==> config.mk <==
export PLATFORM = sky130hd
export DESIGN_NAME = sfspd_core
export DESIGN_NICKNAME = d
export VERILOG_FILES = /design/src/shared/sfspd_pkg.sv /design/src/rtl/sfspd_core.sv /design/src/rtl/sfspd_sync.sv
export SDC_FILE = /design/constraint.sdc
export NUM_CORES = 1
export LEC_CHECK = 0
export BUFFER_PORTS_ARGS = -buffer_cell sky130_fd_sc_hd__buf_2
export CAP_MARGIN = 20
export CELL_PAD_IN_SITES_DETAIL_PLACEMENT = 1
export CELL_PAD_IN_SITES_GLOBAL_PLACEMENT = 2
export CORE_MARGIN = 1.5
export CORE_UTILIZATION = 43
export CTS_CLUSTER_DIAMETER = 150
export CTS_CLUSTER_SIZE = 14
export DETAILED_ROUTE_END_ITERATION = 6
export PLACE_DENSITY_LB_ADDON = 0.12
export SYNTH_ARGS = -nofsm -noshare
export SYNTH_HDL_FRONTEND = slang
export SYNTH_SLANG_ARGS = --single-unit
==> constraint.sdc <==
create_clock -name clk -period 7.79 [get_ports clk]
set_input_delay 1.1685 -clock clk [delete_from_list [all_inputs] [get_ports clk]]
set_output_delay 1.1685 -clock clk [all_outputs]
set_load 0.01 [all_outputs]
==> src/shared/sfspd_pkg.sv <==
// constants for the flash suspend, power-down and id-read command block
// assumes a 125 MHz system clock that samples the serial link pins
package sfspd_pkg;
    // system clock
    localparam int CLK_PERIOD_NS = 8;
    // opcodes handled here and opcodes gated while suspended
    localparam logic [7:0] OP_SUSPEND = 8'h75;
    localparam logic [7:0] OP_RESUME = 8'h7A;
    localparam logic [7:0] OP_POWERDOWN = 8'hB9;
    localparam logic [7:0] OP_RELEASE_ID = 8'hAB;
    localparam logic [7:0] OP_MFR_DEV_ID = 8'h90;
    localparam logic [7:0] OP_MFR_DEV_ID_DUAL = 8'h92;
    localparam logic [7:0] OP_WRITE_STATUS = 8'h01;
    // frame bit positions, counted in link clock rising edges
    localparam logic [5:0] OPCODE_EDGES = 6'h08;
    localparam logic [5:0] SINGLE_ADDR_LAST = 6'h1F;
    localparam logic [5:0] SINGLE_DATA_START = 6'h20;
    localparam logic [5:0] DUAL_ADDR_LAST = 6'h13;
    localparam logic [5:0] DUAL_DATA_START = 6'h18;
    localparam logic [5:0] EDGE_COUNT_MAX = 6'h3F;
    // identification bytes, values are arbitrary
    localparam logic [7:0] MANUFACTURER_ID = 8'hA5;
    localparam logic [7:0] DEVICE_ID = 8'h3C;
    // times in ns and the cycle counts derived from them (longest times round down)
    localparam int SUSPEND_LATENCY_NS = 20000;
    localparam int RESUME_BUSY_NS = 200;
    localparam int POWERDOWN_ENTRY_TIME_NS = 3000;
    localparam int RELEASE_TIME_NS = 3000;
    localparam int RELEASE_WITH_ID_TIME_NS = 1800;
    localparam logic [11:0] SUSPEND_LATENCY_CYC = 12'(SUSPEND_LATENCY_NS / CLK_PERIOD_NS);
    localparam logic [11:0] RESUME_BUSY_CYC = 12'(RESUME_BUSY_NS / CLK_PERIOD_NS);
    localparam logic [11:0] POWERDOWN_ENTRY_CYC = 12'(POWERDOWN_ENTRY_TIME_NS / CLK_PERIOD_NS);
    localparam logic [11:0] RELEASE_CYC = 12'(RELEASE_TIME_NS / CLK_PERIOD_NS);
    localparam logic [11:0] RELEASE_WITH_ID_CYC = 12'(RELEASE_WITH_ID_TIME_NS / CLK_PERIOD_NS);
    // reset values
    localparam logic [11:0] TIMER_RESET = 12'h000;
    localparam logic [5:0] EDGE_COUNT_RESET = 6'h00;
    // idle levels of {cs_n, sck, io0, io1} held by the pin synchroniser in reset
    localparam logic [3:0] PIN_IDLE = 4'h8;
    // kinds of self-timed array operation
    typedef enum logic [1:0] {
        SFSPD_KIND_SECTOR_ERASE,
        SFSPD_KIND_BLOCK_ERASE,
        SFSPD_KIND_CHIP_ERASE,
        SFSPD_KIND_PAGE_PROGRAM
    } sfspd_kind_type;
endpackage
==> src/rtl/sfspd_core.sv <==
// serial flash suspend/resume, deep power-down and id-read command block
// assumes a mode-0 link (sample on rising, drive on falling) much slower than clk,
// and an array engine on clk that starts and finishes self-timed operations
`timescale 1ns/1ps
module sfspd_core (
    input wire logic clk,
    input wire logic rst,
    input wire logic spi_cs_n,
    input wire logic spi_sck,
    input wire logic spi_io0_in,
    input wire logic spi_io1_in,
    output logic spi_io0_out,
    output logic spi_io0_oe,
    output logic spi_io1_out,
    output logic spi_io1_oe,
    input wire logic op_start,
    input wire sfspd_pkg::sfspd_kind_type op_kind,
    input wire logic op_done,
    output logic array_run,
    output logic busy,
    output logic suspend_flag,
    output logic powered_down,
    output logic erase_permit,
    output logic program_permit,
    output logic status_write_permit
);
    typedef enum logic [2:0] {
        SFSPD_IDLE, SFSPD_RUN, SFSPD_SUSPENDING, SFSPD_SUSPENDED, SFSPD_RESUMING
    } sfspd_op_state_type;
    typedef enum logic [1:0] {
        SFSPD_AWAKE, SFSPD_ENTERING, SFSPD_ASLEEP, SFSPD_WAKING
    } sfspd_pd_state_type;

    // which id byte to send next
    function automatic logic [7:0] sfspd_id_byte(input logic dev_first);
        return dev_first ? sfspd_pkg::DEVICE_ID : sfspd_pkg::MANUFACTURER_ID;
    endfunction

    logic cs_s, sck_s, io0_s, io1_s;
    logic cs_d_reg, sck_d_reg;
    logic [5:0] cnt_reg, cnt_next;
    logic [7:0] op_reg, op_next;
    logic [23:0] sr_reg, sr_next;
    logic [7:0] out_sr_reg, out_sr_next;
    logic [2:0] pos_reg, pos_next;
    logic dev_sel_reg, dev_sel_next;
    logic io0_reg, io0_next, io0_oe_reg, io0_oe_next;
    logic io1_reg, io1_next, io1_oe_reg, io1_oe_next;
    logic sck_rise, sck_fall, frame_end, dual_op, out_active;
    logic cmd_suspend, cmd_resume, cmd_powerdown, cmd_release;
    logic sus_accept, res_accept;
    sfspd_op_state_type op_state_reg, op_state_next;
    sfspd_pkg::sfspd_kind_type kind_reg, kind_next;
    logic [11:0] op_timer_reg, op_timer_next;
    logic busy_reg, busy_next, sus_reg, sus_next, run_reg, run_next;
    sfspd_pd_state_type pd_state_reg, pd_state_next;
    logic [11:0] pd_timer_reg, pd_timer_next;
    logic pd_reg, pd_next, id_read_reg, id_read_next;
    logic ep_reg, ep_next, pp_reg, pp_next, wp_reg, wp_next;

    sfspd_sync #(.WIDTH(4), .RESET_VALUE(sfspd_pkg::PIN_IDLE)) u_sync (
        .clk(clk),
        .rst(rst),
        .async_in({spi_cs_n, spi_sck, spi_io0_in, spi_io1_in}),
        .sync_out({cs_s, sck_s, io0_s, io1_s})
    );

    // edge detection on the synchronised link pins
    assign sck_rise = !cs_s && sck_s && !sck_d_reg;
    assign sck_fall = !cs_s && !sck_s && sck_d_reg;
    assign frame_end = cs_s && !cs_d_reg;
    assign dual_op = (op_reg == sfspd_pkg::OP_MFR_DEV_ID_DUAL);
    // id output phase; nothing is served unless awake, and ABh not while busy
    always_comb begin
        out_active = 1'b0;
        if (!cs_s && pd_state_reg == SFSPD_AWAKE) begin
            if (op_reg == sfspd_pkg::OP_RELEASE_ID)
                out_active = !busy_reg && cnt_reg >= sfspd_pkg::SINGLE_DATA_START;
            else if (op_reg == sfspd_pkg::OP_MFR_DEV_ID)
                out_active = cnt_reg >= sfspd_pkg::SINGLE_DATA_START;
            else if (dual_op)
                out_active = cnt_reg >= sfspd_pkg::DUAL_DATA_START;
        end
    end

    // commands decoded at the rising chip select, exactly eight bits clocked (release: eight or more)
    always_comb begin
        logic eight;
        eight = (cnt_reg == sfspd_pkg::OPCODE_EDGES);
        cmd_suspend = frame_end && eight && op_reg == sfspd_pkg::OP_SUSPEND;
        cmd_resume = frame_end && eight && op_reg == sfspd_pkg::OP_RESUME;
        cmd_powerdown = frame_end && eight && op_reg == sfspd_pkg::OP_POWERDOWN;
        cmd_release = frame_end && cnt_reg >= sfspd_pkg::OPCODE_EDGES
                      && op_reg == sfspd_pkg::OP_RELEASE_ID && !busy_reg;
    end

    // link shifter: opcode, address, then id bytes on falling edges
    always_comb begin
        logic [23:0] shifted;
        logic [7:0] next_byte;
        shifted = sr_reg;
        next_byte = 8'h00;
        cnt_next = cnt_reg;
        op_next = op_reg;
        sr_next = sr_reg;
        out_sr_next = out_sr_reg;
        pos_next = pos_reg;
        dev_sel_next = dev_sel_reg;
        io0_next = io0_reg;
        io1_next = io1_reg;
        io0_oe_next = io0_oe_reg && out_active;
        io1_oe_next = io1_oe_reg && out_active;
        if (cs_s) begin
            cnt_next = sfspd_pkg::EDGE_COUNT_RESET;
            pos_next = 3'h0;
            dev_sel_next = 1'b0;
            io0_oe_next = 1'b0;
            io1_oe_next = 1'b0;
            if (cs_d_reg)
                op_next = 8'h00;
        end else if (sck_rise) begin
            // address of the dual id read arrives two bits per clock
            if (dual_op && cnt_reg >= sfspd_pkg::OPCODE_EDGES)
                shifted = {sr_reg[21:0], io1_s, io0_s};
            else
                shifted = {sr_reg[22:0], io0_s};
            sr_next = shifted;
            if (cnt_reg != sfspd_pkg::EDGE_COUNT_MAX)
                cnt_next = cnt_reg + 6'h01;
            if (cnt_reg == sfspd_pkg::OPCODE_EDGES - 6'h01)
                op_next = shifted[7:0];
            // address bit zero chooses which id comes first
            if ((op_reg == sfspd_pkg::OP_MFR_DEV_ID && cnt_reg == sfspd_pkg::SINGLE_ADDR_LAST)
                || (dual_op && cnt_reg == sfspd_pkg::DUAL_ADDR_LAST))
                dev_sel_next = shifted[0];
        end else if (sck_fall && out_active) begin
            if (pos_reg == 3'h0) begin
                next_byte = (op_reg == sfspd_pkg::OP_RELEASE_ID)
                            ? sfspd_pkg::DEVICE_ID : sfspd_id_byte(dev_sel_reg);
                if (op_reg != sfspd_pkg::OP_RELEASE_ID)
                    dev_sel_next = !dev_sel_reg;
            end else begin
                next_byte = out_sr_reg;
            end
            if (dual_op) begin
                io1_next = next_byte[7];
                io0_next = next_byte[6];
                io0_oe_next = 1'b1;
                out_sr_next = {next_byte[5:0], 2'b00};
                pos_next = pos_reg + 3'h2;
            end else begin
                io1_next = next_byte[7];
                out_sr_next = {next_byte[6:0], 1'b0};
                pos_next = pos_reg + 3'h1;
            end
            io1_oe_next = 1'b1;
        end
    end

    always_ff @(posedge clk or posedge rst) begin
        if (rst) begin
            cs_d_reg <= 1'b1;
            sck_d_reg <= 1'b0;
            cnt_reg <= sfspd_pkg::EDGE_COUNT_RESET;
            op_reg <= 8'h00;
            sr_reg <= 24'h000000;
            out_sr_reg <= 8'h00;
            pos_reg <= 3'h0;
            dev_sel_reg <= 1'b0;
            io0_reg <= 1'b0;
            io1_reg <= 1'b0;
            io0_oe_reg <= 1'b0;
            io1_oe_reg <= 1'b0;
        end else begin
            cs_d_reg <= cs_s;
            sck_d_reg <= sck_s;
            cnt_reg <= cnt_next;
            op_reg <= op_next;
            sr_reg <= sr_next;
            out_sr_reg <= out_sr_next;
            pos_reg <= pos_next;
            dev_sel_reg <= dev_sel_next;
            io0_reg <= io0_next;
            io1_reg <= io1_next;
            io0_oe_reg <= io0_oe_next;
            io1_oe_reg <= io1_oe_next;
        end
    end

    // array operation tracking: run, suspend, resume
    assign sus_accept = cmd_suspend && pd_state_reg == SFSPD_AWAKE && op_state_reg == SFSPD_RUN
                        && kind_reg != sfspd_pkg::SFSPD_KIND_CHIP_ERASE
                        && !sus_reg && busy_reg;
    assign res_accept = cmd_resume && pd_state_reg == SFSPD_AWAKE
                        && op_state_reg == SFSPD_SUSPENDED && sus_reg && !busy_reg;
    always_comb begin
        op_state_next = op_state_reg;
        kind_next = kind_reg;
        op_timer_next = op_timer_reg;
        unique case (op_state_reg)
            SFSPD_IDLE: begin
                if (op_start) begin
                    op_state_next = SFSPD_RUN;
                    kind_next = op_kind;
                end
            end
            SFSPD_RUN: begin
                if (sus_accept) begin
                    op_state_next = SFSPD_SUSPENDING;
                    op_timer_next = sfspd_pkg::SUSPEND_LATENCY_CYC;
                end else if (op_done) begin
                    op_state_next = SFSPD_IDLE;
                end
            end
            SFSPD_SUSPENDING: begin
                // busy falls at the end of the latency window
                if (op_timer_reg <= 12'h001)
                    op_state_next = SFSPD_SUSPENDED;
                else
                    op_timer_next = op_timer_reg - 12'h001;
            end
            SFSPD_SUSPENDED: begin
                if (res_accept)
                    op_state_next = SFSPD_RESUMING;
            end
            SFSPD_RESUMING: begin
                op_state_next = SFSPD_RUN;
            end
        endcase
        run_next = op_state_next == SFSPD_RUN;
        busy_next = op_state_next == SFSPD_RUN || op_state_next == SFSPD_SUSPENDING
                    || op_state_next == SFSPD_RESUMING;
        sus_next = op_state_next == SFSPD_SUSPENDING || op_state_next == SFSPD_SUSPENDED;
        // opcode permits while an operation stands paused
        ep_next = !(sus_next && kind_next != sfspd_pkg::SFSPD_KIND_PAGE_PROGRAM);
        pp_next = !(sus_next && kind_next == sfspd_pkg::SFSPD_KIND_PAGE_PROGRAM);
        wp_next = !sus_next;
    end

    // power loss is the reset: suspend state is cleared, so a later resume is ignored
    always_ff @(posedge clk or posedge rst) begin
        if (rst) begin
            op_state_reg <= SFSPD_IDLE;
            kind_reg <= sfspd_pkg::SFSPD_KIND_SECTOR_ERASE;
            op_timer_reg <= sfspd_pkg::TIMER_RESET;
            run_reg <= 1'b0;
            busy_reg <= 1'b0;
            sus_reg <= 1'b0;
            ep_reg <= 1'b1;
            pp_reg <= 1'b1;
            wp_reg <= 1'b1;
        end else begin
            op_state_reg <= op_state_next;
            kind_reg <= kind_next;
            op_timer_reg <= op_timer_next;
            run_reg <= run_next;
            busy_reg <= busy_next;
            sus_reg <= sus_next;
            ep_reg <= ep_next;
            pp_reg <= pp_next;
            wp_reg <= wp_next;
        end
    end

    // deep power-down entry and release timing
    always_comb begin
        pd_state_next = pd_state_reg;
        pd_timer_next = pd_timer_reg;
        id_read_next = id_read_reg;
        unique case (pd_state_reg)
            SFSPD_AWAKE: begin
                if (cmd_powerdown) begin
                    pd_state_next = SFSPD_ENTERING;
                    pd_timer_next = sfspd_pkg::POWERDOWN_ENTRY_CYC;
                end
            end
            SFSPD_ENTERING: begin
                if (pd_timer_reg <= 12'h001)
                    pd_state_next = SFSPD_ASLEEP;
                else
                    pd_timer_next = pd_timer_reg - 12'h001;
            end
            SFSPD_ASLEEP: begin
                // only the release opcode is recognised here
                if (cmd_release) begin
                    pd_state_next = SFSPD_WAKING;
                    id_read_next = cnt_reg > sfspd_pkg::OPCODE_EDGES;
                    pd_timer_next = (cnt_reg > sfspd_pkg::OPCODE_EDGES)
                                    ? sfspd_pkg::RELEASE_WITH_ID_CYC
                                    : sfspd_pkg::RELEASE_CYC;
                end
            end
            SFSPD_WAKING: begin
                if (pd_timer_reg <= 12'h001)
                    pd_state_next = SFSPD_AWAKE;
                else
                    pd_timer_next = pd_timer_reg - 12'h001;
            end
        endcase
        pd_next = pd_state_next != SFSPD_AWAKE;
    end

    always_ff @(posedge clk or posedge rst) begin
        if (rst) begin
            pd_state_reg <= SFSPD_AWAKE;
            pd_timer_reg <= sfspd_pkg::TIMER_RESET;
            pd_reg <= 1'b0;
            id_read_reg <= 1'b0;
        end else begin
            pd_state_reg <= pd_state_next;
            pd_timer_reg <= pd_timer_next;
            pd_reg <= pd_next;
            id_read_reg <= id_read_next;
        end
    end

    // outputs come straight from flops
    assign spi_io0_out = io0_reg;
    assign spi_io0_oe = io0_oe_reg;
    assign spi_io1_out = io1_reg;
    assign spi_io1_oe = io1_oe_reg;
    assign array_run = run_reg;
    assign busy = busy_reg;
    assign suspend_flag = sus_reg;
    assign powered_down = pd_reg;
    assign erase_permit = ep_reg;
    assign program_permit = pp_reg;
    assign status_write_permit = wp_reg;
endmodule

==> src/rtl/sfspd_sync.sv <==
// two-flop synchroniser bank for the serial link pins
// assumes inputs are asynchronous to clk; outputs are clk-domain levels
`timescale 1ns/1ps
module sfspd_sync #(
    parameter int WIDTH = 4,
    parameter logic [WIDTH-1:0] RESET_VALUE = '0
) (
    input wire logic clk,
    input wire logic rst,
    input wire logic [WIDTH-1:0] async_in,
    output logic [WIDTH-1:0] sync_out
);
    logic [WIDTH-1:0] meta_reg;
    logic [WIDTH-1:0] sync_reg;

    // one synchroniser chain per bit; first stage feeds only the second
    for (genvar i = 0; i < WIDTH; i++) begin : g_bit
        always_ff @(posedge clk or posedge rst) begin
            if (rst) begin
                // reset to the pin's idle level so no false edge follows reset
                meta_reg[i] <= RESET_VALUE[i];
                sync_reg[i] <= RESET_VALUE[i];
            end else begin
                meta_reg[i] <= async_in[i];
                sync_reg[i] <= meta_reg[i];
            end
        end
    end

    assign sync_out = sync_reg;
endmodule

# Yosys cells after proc, flatten, opt, wreduce, memory -nomap -nowiden
# Index checks and enable logic that the tools add are counted.
# classes
n_addsub	5
n_lt_le_gt_ge	6
eq_ne	34
n_mux	54
n_bitwise	2
reduce_logical	67
# ops
cell	count
$mux 8	9
$mux 12	5
$pmux 12 s3	1
$eq 8x8->1 const B	4
$logic_and 1x1->1	31
$mux 3	9
$le 12x1->1 const B	2
$pmux 12 s2	1
$sub 12x1->12 const B	2
$mux 6	3
$mux 1	17
$eq 8x7->1 const B	2
$ne 2x2->1 const B	8
$pmux 3 s5	1
$eq 3x2->1 const B	4
$eq 6x5->1 const B	2
$mux 2	6
$reduce_and 3->1	4
$reduce_bool 2->1	6
$logic_not 1->1	10
$mux 9	1
$reduce_bool 3->1	3
$ne 8x8->1 const B	1
$pmux 2 s4	1
other kinds (23)	35
# totals
regBits	85
output_inout_bits	11
word_cells	200

# Longest topological paths before layout
# Gate-level depths: netlist (run 1).
# depth
depth_word	15
ltp_mapped	8

# Hierarchy
# Synthesis (run 1) repeated with hierarchy kept, for this count alone.
# unflattened
cells_unflattened	440
area_unflattened_um2	4249.1
# modules_own_cells
module	n_inst	cells_each	area_per_inst_um2	seq_area_each_um2
sfspd_core	1	431	4042.6	1906.8
sfspd_sync	1	9	206.4	202.7

# Worst setup path after synthesis (run 1)
# Ideal clock, no wire load.
# synth_path
kind	register to register
from	reg pd_timer_reg[0]
to	reg pd_timer_reg[1]
setup_ns	0.125
arrival_ns	2.235
required_ns	7.665
slack_ns	5.430
path_stages_with_launch	9
n_path_buf	0
period_less_slack_ns	2.360
cell_sequence	dfrtp_1 -> inv_1 -> ha_1 -> o21ai_0 -> nor4_4 -> or3_2 -> and2_2 -> inv_2 -> mux2_2
# synth_via
elab_chain_len	3
# synth_lines
item	line	source
from (decl)	sfspd_core.sv:57	logic [11:0] pd_timer_reg, pd_timer_next;
from (signal assigned)	sfspd_core.sv:306	pd_timer_reg <= sfspd_pkg::TIMER_RESET;
from (signal assigned)	sfspd_core.sv:311	pd_timer_reg <= pd_timer_next;
$sub 12x1->12 or $le 12x1->1 (tied branches)	--	
$mux 12 or $ne 2x2->1 (tied branches)	--	
$pmux 12 s3 or $reduce_and 3->1 (tied branches)	--	
# Parallel ways exist; a longest one is shown, timed or not. The select of a mux whose other input is x is not followed.
# A chain may end at the register's enable or synchronous reset.

# Worst setup path in the final report (run 1)
# layout_path
from	reg pd_timer_reg[0]
to	reg pd_timer_reg[7]
# The elaborated chain is that of the path after synthesis.

==> results.ini, run 1 <==
[logic_synthesis]
synth_compound_area_share_pct=15.2
avgSynthCellArea_um2=10.1
synth_top_family_by_area=simple AND/OR/NAND/NOR gates
synth-simple-area-share_pct=22.6
synth_common_cells=78 x dfrtp_1, 36 x nor2_1, 31 x nand2_1, 25 x o21ai_0, 23 x a21oi_1
ys_seq_area_share_pct=49.0
synth_area_leaders=dfrtp_1 45%, dfstp_2 3.7%, nor2_1 3.1%, o21ai_0 2.9%, mux2_2 2.9%
syn-cell-area_mm2=0.00431
synthMuxAreaShare_pct=4.50
ys_types=64
syn_nets=445
synth_most_common_cell=dfrtp_1
ys.flop_type=dfrtp_1
yosysTopAreaCell=dfrtp_1
synthArstFlopShare_pct=100
synth.ff_latch_count=84
yosysWarnings=0
synth_edf_count=0
synth_top_area_share_pct=45.3
synth_fa_ha_area_share_pct=2.32
syn_inst=427
synth-xor-area-share_pct=3.05

[grt]
first_global_vias=3290
grt_pass1_wl_um=16800
antenna_found_initial=0
grt_max_degree=85
grt.overflow.total=0
grt.total_usage_pct=20.7

[timing]
max_freq_mhz=381
finalClockSkew_ns=0.00929
relSlewSlack_pct=36.8
setup_viol=0
fin_crit_sh_pct=33.7
final.setup.tns_ns=0
period_needed_ns=2.62
slew_viol_final=0
tightest_slew_ns=0.945
finalHoldViolations=0
rsz0062_at_grt=false

[power]
vdd_drop_max_mv=0.133
power_leakage_nw=2.21
p_per_area_mw_per_mm2=186

[critical_path]
start_kind=register
timing_worst_setup_path_type=reg -> reg
crit_path_max_incr_delay_ns=0.54
cp.required_ns=8.05
crit_path_max_fanout=10
crit_path_end_kind=register
arrival_ns=2.88
critPathTopFamily=simple AND/OR/NAND/NOR gates
cp_cell_sequence=inv_1 -> ha_1 -> o21ai_0 -> nor4_4 -> or3_2 -> and2_2 -> inv_2 -> mux2_2
critPathSlowestCell=or3_2
cp_num_buf_inv=2

[detailed_routing]
drc_errors=0
drtAntennaViolNets=0
wirelength_um=9770
viasPerCell=5.60
drtIter0Drc=63
num_vias=3271
avgRoutedWirePerCell_um=16.7
drt-pass1-iter-count=4

[floorplanning]
die_y_um=103
rows=36
die_w_um=103
coreArea_mm2=0.00973
initial_core_util_pct=44.3
die_area_mm2=0.0106
pin_count=21

[final_layout]
syn_to_final_growth_pct=10.1
final_layout_size_suffix_gt1_share_pct=17.7
final_util_pct=48.7
layout.nets=464
antenna_cells=0
fin_cells=584

[clock_network]
post_cts_buffers=0
clock_latency_ns=0.37
cts_tree=yes
clock-root-buffer=clkbuf_8
cts_buffer_depth=2
cts-buffers-inserted=9
ctsResizeCount=0
clkSlewWorstSetupHoldPaths_ns=0.09
htree_levels=3
hold_buffers=0
cts_sinks=84

[worst_hold_path]
hold_path_class=reg -> reg

[run]
drv_cap=0

[placement]
portBuffers=20
placedCellCount=567
place_congestion=0.777
hpwl_um=6860

[status]
status=finished, final reports clean

[power by group]
| part | internal [mW] | switching [mW] |
|---|---|---|
| Sequential | 0.466 | 0.0269 |
| Combinational | 0.0371 | 0.0496 |
| Clock | 0.127 | 0.173 |
[layout make-up]
cell class | instances | area, µm²
Clock buffer | 10 | 138
Sequential cell | 84 | 2110
Fill cell | 1136 | 4990
Inverter | 18 | 68.8
Tap cell | 133 | 166
Timing Repair Buffer | 25 | 158
Clock inverter | 6 | 47.5
Multi-Input combinational cell | 308 | 2050
[stage by stage]
step / power, mW / hold slack (ns) / instance area, µm² / worst slack (ns)
2_1_floorplan: 0.556 / 0.331 / 4310 / 4.47
3_3_place_gp: 0.585 / 0.333 / 4530 / 5.29
3_5_place_dp: 0.587 / 0.339 / 4530 / 5.18
4_1_cts: 0.888 / 0.359 / 4710 / 5.16
5_1_grt: 0.924 / 0.364 / 4740 / 5.01
6_report: 0.880 / 0.356 / 4740 / 5.17
[logic make-up (layout without fill, tap and decap cells)]
kind of cell | count (synthesis) | count (layout)
xor+xnor | 15 | 15
simple gates | 170 | 170
compound gates | 97 | 97
fa+ha+maj | 8 | 8
flops | 84 | 84
mux | 18 | 18
buf+inv | 35 | 59
[placed cells by master (no fill, tap or decap), types with 5 or more instances in the layout]
cell	instances
mux2i_1	7
nor4_1	5
and3_1	5
dfrtp_1	78
nand4_1	8
a21oi_1	23
nand2b_1	9
nand3_1	10
mux2_2	11
xor2_1	9
nor4b_1	8
o21ai_0	25
dfstp_2	6
nand2_1	31
a31oi_1	8
nor3_1	9
xnor2_1	6
or3_1	8
ha_1	8
inv_1	16
buf_2	20
clkbuf_8	10
nor2_1	36
[worst paths after layout]
check	startpoint	endpoint	slack, ns	depth (start not counted)
worst min register to register	u_sync.meta_reg[3]	u_sync.sync_out[3]	0.36	0
min in group asynchronous	rst	op_timer_reg[10]	0.83	3
max in group asynchronous	rst	cs_d_reg	6.31	4
worst max-delay path	pd_timer_reg[0]	pd_timer_reg[7]	5.17	8
worst min-delay path	u_sync.meta_reg[3]	u_sync.sync_out[3]	0.36	0
worst max register to register	pd_timer_reg[0]	pd_timer_reg[7]	5.17	8
[metal layers]
layer	part of all wire (%)	track usage (%)	wire length, µm
met1	50	28.9	4920
met2	46	32.1	4500
met3	1.8	3.25	176
met4	1.9	8.73	186
met5	0	0	0
(Power assumes the default switching activity.)
==> run 2: changes to the inputs <==
--- a/config.mk
+++ b/config.mk
@@ -5,12 +5,13 @@
 export SDC_FILE = /design/constraint.sdc
 export NUM_CORES = 1
 export LEC_CHECK = 0
+export ABC_AREA = 1
 export BUFFER_PORTS_ARGS = -buffer_cell sky130_fd_sc_hd__buf_2
 export CAP_MARGIN = 20
 export CELL_PAD_IN_SITES_DETAIL_PLACEMENT = 1
 export CELL_PAD_IN_SITES_GLOBAL_PLACEMENT = 2
 export CORE_MARGIN = 1.5
-export CORE_UTILIZATION = 43
+export CORE_UTILIZATION = 33
 export CTS_CLUSTER_DIAMETER = 150
 export CTS_CLUSTER_SIZE = 14
 export DETAILED_ROUTE_END_ITERATION = 6
==> constraint.sdc (replaced) <==
create_clock -name clk -period 2.3 [get_ports clk]
set_input_delay 0.345 -clock clk [delete_from_list [all_inputs] [get_ports clk]]
set_output_delay 0.345 -clock clk [all_outputs]
set_load 0.01 [all_outputs]
==> results.ini, run 2 <==
[logic_synthesis]
syn-cell-area_mm2=0.00449
synth_top_area_share_pct=43.5
yosysWarnings=0
avgSynthCellArea_um2=7.91
synth_common_cells=131 x nand2_1, 78 x dfrtp_1, 70 x inv_1, 66 x nor2_1, 50 x o21ai_0
synthArstFlopShare_pct=100
ys_seq_area_share_pct=47.0
syn_nets=586
synth_area_leaders=dfrtp_1 43%, nand2_1 11%, inv_1 5.8%, o21ai_0 5.6%, nor2_1 5.5%
synth.ff_latch_count=84
ys.flop_type=dfrtp_1
ys_types=45
syn_inst=568
yosysTopAreaCell=dfrtp_1
synth_most_common_cell=nand2_1
synth_edf_count=0

[clock_network]
ctsResizeCount=0
cts-buffers-inserted=9
clock-root-buffer=clkbuf_16
post_cts_buffers=0
clock_latency_ns=0.34
cts_tree=yes
htree_levels=3
hold_buffers=0
cts_sinks=84
clkSlewWorstSetupHoldPaths_ns=0.06
cts_buffer_depth=2

[detailed_routing]
drt-pass1-iter-count=6
num_vias=3709
drtIter0Drc=167
viasPerCell=4.78
drtAntennaViolNets=0
wirelength_um=11000
drc_errors=0
avgRoutedWirePerCell_um=14.2

[worst_hold_path]
hold_path_class=in -> reg

[timing]
max_freq_mhz=507
finalClockSkew_ns=0.00777
fin_worst_hold_slack_ns=0.0978
slew_viol_final=0
final.setup.tns_ns=0
setup_viol=0
finalHoldViolations=0
rsz0062_at_grt=false
period_needed_ns=1.97
relSlewSlack_pct=59.0
tightest_slew_ns=0.615
fin_crit_sh_pct=85.8

[final_layout]
layout.nets=613
final_layout_size_suffix_gt1_share_pct=13.8
layout_commonest_cell=nand2_1
final_util_pct=38.7
fin_cells=776
layout_common_cells=131 x nand2_1, 78 x dfrtp_1, 68 x inv_1
syn_to_final_growth_pct=14.0
antenna_cells=0

[floorplanning]
rows=42
initial_core_util_pct=33.9
pin_count=21
die_y_um=120
die_area_mm2=0.0143
die_w_um=120
coreArea_mm2=0.0132

[status]
status=finished, final reports clean

[grt]
top_usage_layer=met2
first_global_vias=3914
grt_max_degree=85
use_met3_pct=4.18
grt_pass1_wl_um=19300
grt.total_usage_pct=17.2
gr-usage-met2_pct=27.1
antenna_found_initial=0
grt.overflow.total=0
grtUsageMet1_pct=23.3

[placement]
place_congestion=0.773
portBuffers=20
placedCellCount=760
hpwl_um=8190

[critical_path]
cp.required_ns=2.55
critPathTopFamily=simple AND/OR/NAND/NOR gates
timing_worst_setup_path_type=reg -> reg
arrival_ns=2.23
crit_path_max_fanout=10
cp_num_buf_inv=2
cp_common_cell=nand3_1
cp_cell_sequence=inv_2 -> nor2_2 -> nand3_1 -> inv_1 -> nand2_1 -> nand3_1 -> nand3_1 -> nor2_1 -> nand2_1 -> o21ai_0
crit_path_max_incr_delay_ns=0.65
critPathSlowestCell=dfstp_2
crit_path_end_kind=register
start_kind=register

[power]
p_per_area_mw_per_mm2=641
power_leakage_nw=2.54
vdd_drop_max_mv=0.316

[run]
drv_cap=0

-- run 2: cell type report --
class / count / area, µm²
clock inverters: 4 / 72.6
repair buffers: 25 / 150
flip-flops and latches: 84 / 2110
multi-input cells: 396 / 2000
clock buffers: 12 / 256
fillers: 1647 / 8120
inverters: 79 / 310
well taps: 176 / 220
-- run 2: logic make-up after synthesis --
| family | Yosys count | share of synthesized area (%) |
|---|---|---|
| xor+xnor | 16 | 3.12 |
| buf+inv | 88 | 8.50 |
| fa+ha+maj | 8 | 2.23 |
| mux | 3 | 0.696 |
| flops | 84 | 47.0 |
| simple gates | 281 | 27.6 |
| compound gates | 88 | 10.9 |
-- run 2: per-stage QoR --
stage	power [mW]	cell area, µm²	worst slack (ns)
floorplan	1.66	4500	0.635
CTS	3.34	5120	0.237
global placement	1.72	4790	0.353
detailed placement	1.73	4790	0.263
global route	3.43	5120	0.0197
finish	3.28	5120	0.328
-- run 2: metal layers --
| metal | share of wire, % | up-vias |
|---|---|---|
| li1 | - | 1870 |
| met1 | 50 | 1804 |
| met2 | 46 | 25 |
| met3 | 2.3 | 10 |
| met4 | 1.3 | 0 |
| met5 | 0 | - |
-- run 2: power breakdown --
group	internal [mW]	switching (mW)	total, mW
Clock	1.01	0.584	1.59
Sequential	1.52	0.0297	1.55
Combinational	0.0434	0.0979	0.141
Total	2.57	0.711	3.28
-- run 2: worst paths after layout --
path / from / to / depth (start not counted) / slack (ns)
worst max-delay path: u_sync.sync_out[3] / pd_timer_reg[1] / 10 / 0.33
worst min-delay path: spi_cs_n / u_sync.meta_reg[3] / 1 / 0.1
worst max register to register: u_sync.sync_out[3] / pd_timer_reg[1] / 10 / 0.33
worst min register to register: u_sync.meta_reg[3] / u_sync.sync_out[3] / 0 / 0.36
max in group asynchronous: rst / cs_d_reg / 3 / 1.81
min in group asynchronous: rst / u_sync.meta_reg[0] / 3 / 0.13
==> run 3: changes to the inputs <==
--- a/config.mk
+++ b/config.mk
@@ -5,13 +5,12 @@
 export SDC_FILE = /design/constraint.sdc
 export NUM_CORES = 1
 export LEC_CHECK = 0
-export ABC_AREA = 1
 export BUFFER_PORTS_ARGS = -buffer_cell sky130_fd_sc_hd__buf_2
 export CAP_MARGIN = 20
 export CELL_PAD_IN_SITES_DETAIL_PLACEMENT = 1
 export CELL_PAD_IN_SITES_GLOBAL_PLACEMENT = 2
 export CORE_MARGIN = 1.5
-export CORE_UTILIZATION = 33
+export CORE_UTILIZATION = 36
 export CTS_CLUSTER_DIAMETER = 150
 export CTS_CLUSTER_SIZE = 14
 export DETAILED_ROUTE_END_ITERATION = 6
==> constraint.sdc (replaced) <==
create_clock -name clk -period 2.3 [get_ports clk]
set_input_delay 0.345 -clock clk [delete_from_list [all_inputs] [get_ports clk]]
set_output_delay 0.345 -clock clk [all_outputs]
set_load 0.1 [all_outputs]
==> results.ini, run 3 (synthesis gave the netlist of run 1 again) <==
[status]
status=finished with violations
violations=DRC

[power]
p_per_area_mw_per_mm2=711
power_leakage_nw=2.50
vdd_drop_max_mv=0.518

[timing]
finalHoldViolations=0
finalClockSkew_ns=0.00754
final.setup.tns_ns=0
tightest_slew_ns=0.661
fin_crit_sh_pct=95.1
setup_viol=0
slew_viol_final=0
max_freq_mhz=457
period_needed_ns=2.19
rsz0062_at_grt=false
relSlewSlack_pct=55.3

[clock_network]
cts-buffers-inserted=9
htree_levels=3
cts_tree=yes
hold_buffers=0
clock_latency_ns=0.35
cts_sinks=84
cts_buffer_depth=2
clkSlewWorstSetupHoldPaths_ns=0.06
clock-root-buffer=clkbuf_16

[floorplanning]
die_y_um=112
initial_core_util_pct=37.2
pin_count=21
coreArea_mm2=0.0116
rows=39
die_w_um=112
die_area_mm2=0.0126

[detailed_routing]
num_vias=3445
drt-pass1-iter-count=6
wirelength_um=10600
drc_errors=2
drtIter0Drc=119
viasPerCell=5.40
avgRoutedWirePerCell_um=16.6
drtAntennaViolNets=0

[placement]
portBuffers=20
placed_area_mm2=0.00490
place_congestion=0.783
hpwl_um=7590

[critical_path]
reg2reg_to=pd_timer_reg[10]
r2r-start=pd_timer_reg[4]
cp_num_buf_inv=1
start_kind=register
r2r_setup_slack_ns=0.11
arrival_ns=2.47
critPathSlowestCell=or4b_2
cp.required_ns=2.58
crit_start=pd_timer_reg[4]
crit_path_end=pd_timer_reg[10]
timing_worst_setup_path_type=reg -> reg
crit_path_max_incr_delay_ns=0.65
crit_cells=6
crit_path_max_fanout=5
crit_path_end_kind=register
cp_cell_sequence=or3_4 -> buf_4 -> or4b_2 -> nor4b_1 -> a31oi_1 -> nand2_1
critPathTopFamily=simple AND/OR/NAND/NOR gates
rr_worst_depth=6

[final_layout]
final_layout_size_suffix_gt1_share_pct=26.3
layout_commonest_cell=dfrtp_1
syn_to_final_growth_pct=22.3
layout.nets=508
n_fill_cell=1298
fin_area_mm2=0.00527
layout_common_cells=77 x dfrtp_1, 47 x buf_4, 35 x nor2_1
antenna_cells=0

[worst_hold_path]
hold_path_class=in -> reg
hold_path_depth=1

[run]
drv_cap=0

[grt]
grt.total_usage_pct=18.6
grt.overflow.total=0
grt_max_degree=85
antenna_found_initial=0
first_global_vias=3648
grt_pass1_wl_um=18500

==> run 3: changes by cell type in the layout (fill, tap and decap cells not counted), moves of 9 or more <==
cell,previous run,this run
a21oi_1,6,23
o21ai_1,16,2
nor2_1,66,35
nand3_1,32,10
nand2_1,131,31
inv_1,68,16
mux2_2,1,11
buf_4,4,47
o21ai_0,50,24
nand2b_1,0,9
nor3_1,19,9
==> run 3: layer usage <==
metal | GRT usage [%] | wire, µm | up-vias | part of all wire (%)
li1 | - | - | 1685 | -
met3 | 5.18 | 289 | 14 | 2.7
met5 | 0 | 0 | - | 0
met1 | 25.5 | 5260 | 1716 | 50
met2 | 28.8 | 4850 | 30 | 46
met4 | 5.82 | 163 | 0 | 1.5
==> run 3: repair_timing <==
action,4_1_cts,5_1_grt
endpoints found under the setup margin,0,30
setup buffers,0,2
gates resized for setup,0,8
==> run 3: power breakdown <==
| part | internal, mW | leakage [nW] | switching [mW] | total (mW) |
|---|---|---|---|---|
| combinational | 0.153 | 1.24 | 0.379 | 0.531 |
| clock | 0.981 | 0.157 | 0.582 | 1.56 |
| sequential | 1.59 | 1.10 | 0.0657 | 1.65 |
| total | 2.72 | 2.50 | 1.03 | 3.75 |
==> run 3: worst min-delay path by stage <==
| stage | slack, ns | from | endpoint |
|---|---|---|---|
| after CTS | 0.08 | spi_cs_n | u_sync.meta_reg[3] |
| after global placement | 0.33 | u_sync.meta_reg[1] | u_sync.sync_out[1] |
| after global routing | 0.09 | spi_cs_n | u_sync.meta_reg[3] |
| final | 0.1 | spi_cs_n | u_sync.meta_reg[3] |
| after detailed placement | 0.34 | u_sync.meta_reg[2] | u_sync.sync_out[2] |
| after floorplan | 0.33 | u_sync.meta_reg[0] | u_sync.sync_out[0] |
==> run 3: layout make-up <==
class,instances,area [µm²],share of cell area [%]
clock buffers,12,246,4.68
clock inverters,4,73.8,1.40
inverters,18,73.8,1.40
multi-input cells,308,2090,39.6
flip-flops and latches,84,2110,40.1
well taps,143,179,3.40
repair buffers,69,493,9.36
==> run 3: through the flow <==
| stage | util (%) | worst slack, ns | std cells | total power, mW | hold WS [ns] |
|---|---|---|---|---|---|
| after floorplan | - | 0.0235 | 427 | 2.07 | 0.331 |
| after global routing | 45.5 | 0.00230 | 638 | 3.92 | 0.0855 |
| after detailed placement | 42.3 | 0.0158 | 620 | 2.22 | 0.337 |
| after global placement | 42.3 | 0.0738 | 620 | 2.21 | 0.334 |
| after CTS | 45.1 | 0.00272 | 636 | 3.83 | 0.0828 |
| final | 45.5 | 0.113 | 638 | 3.75 | 0.0978 |
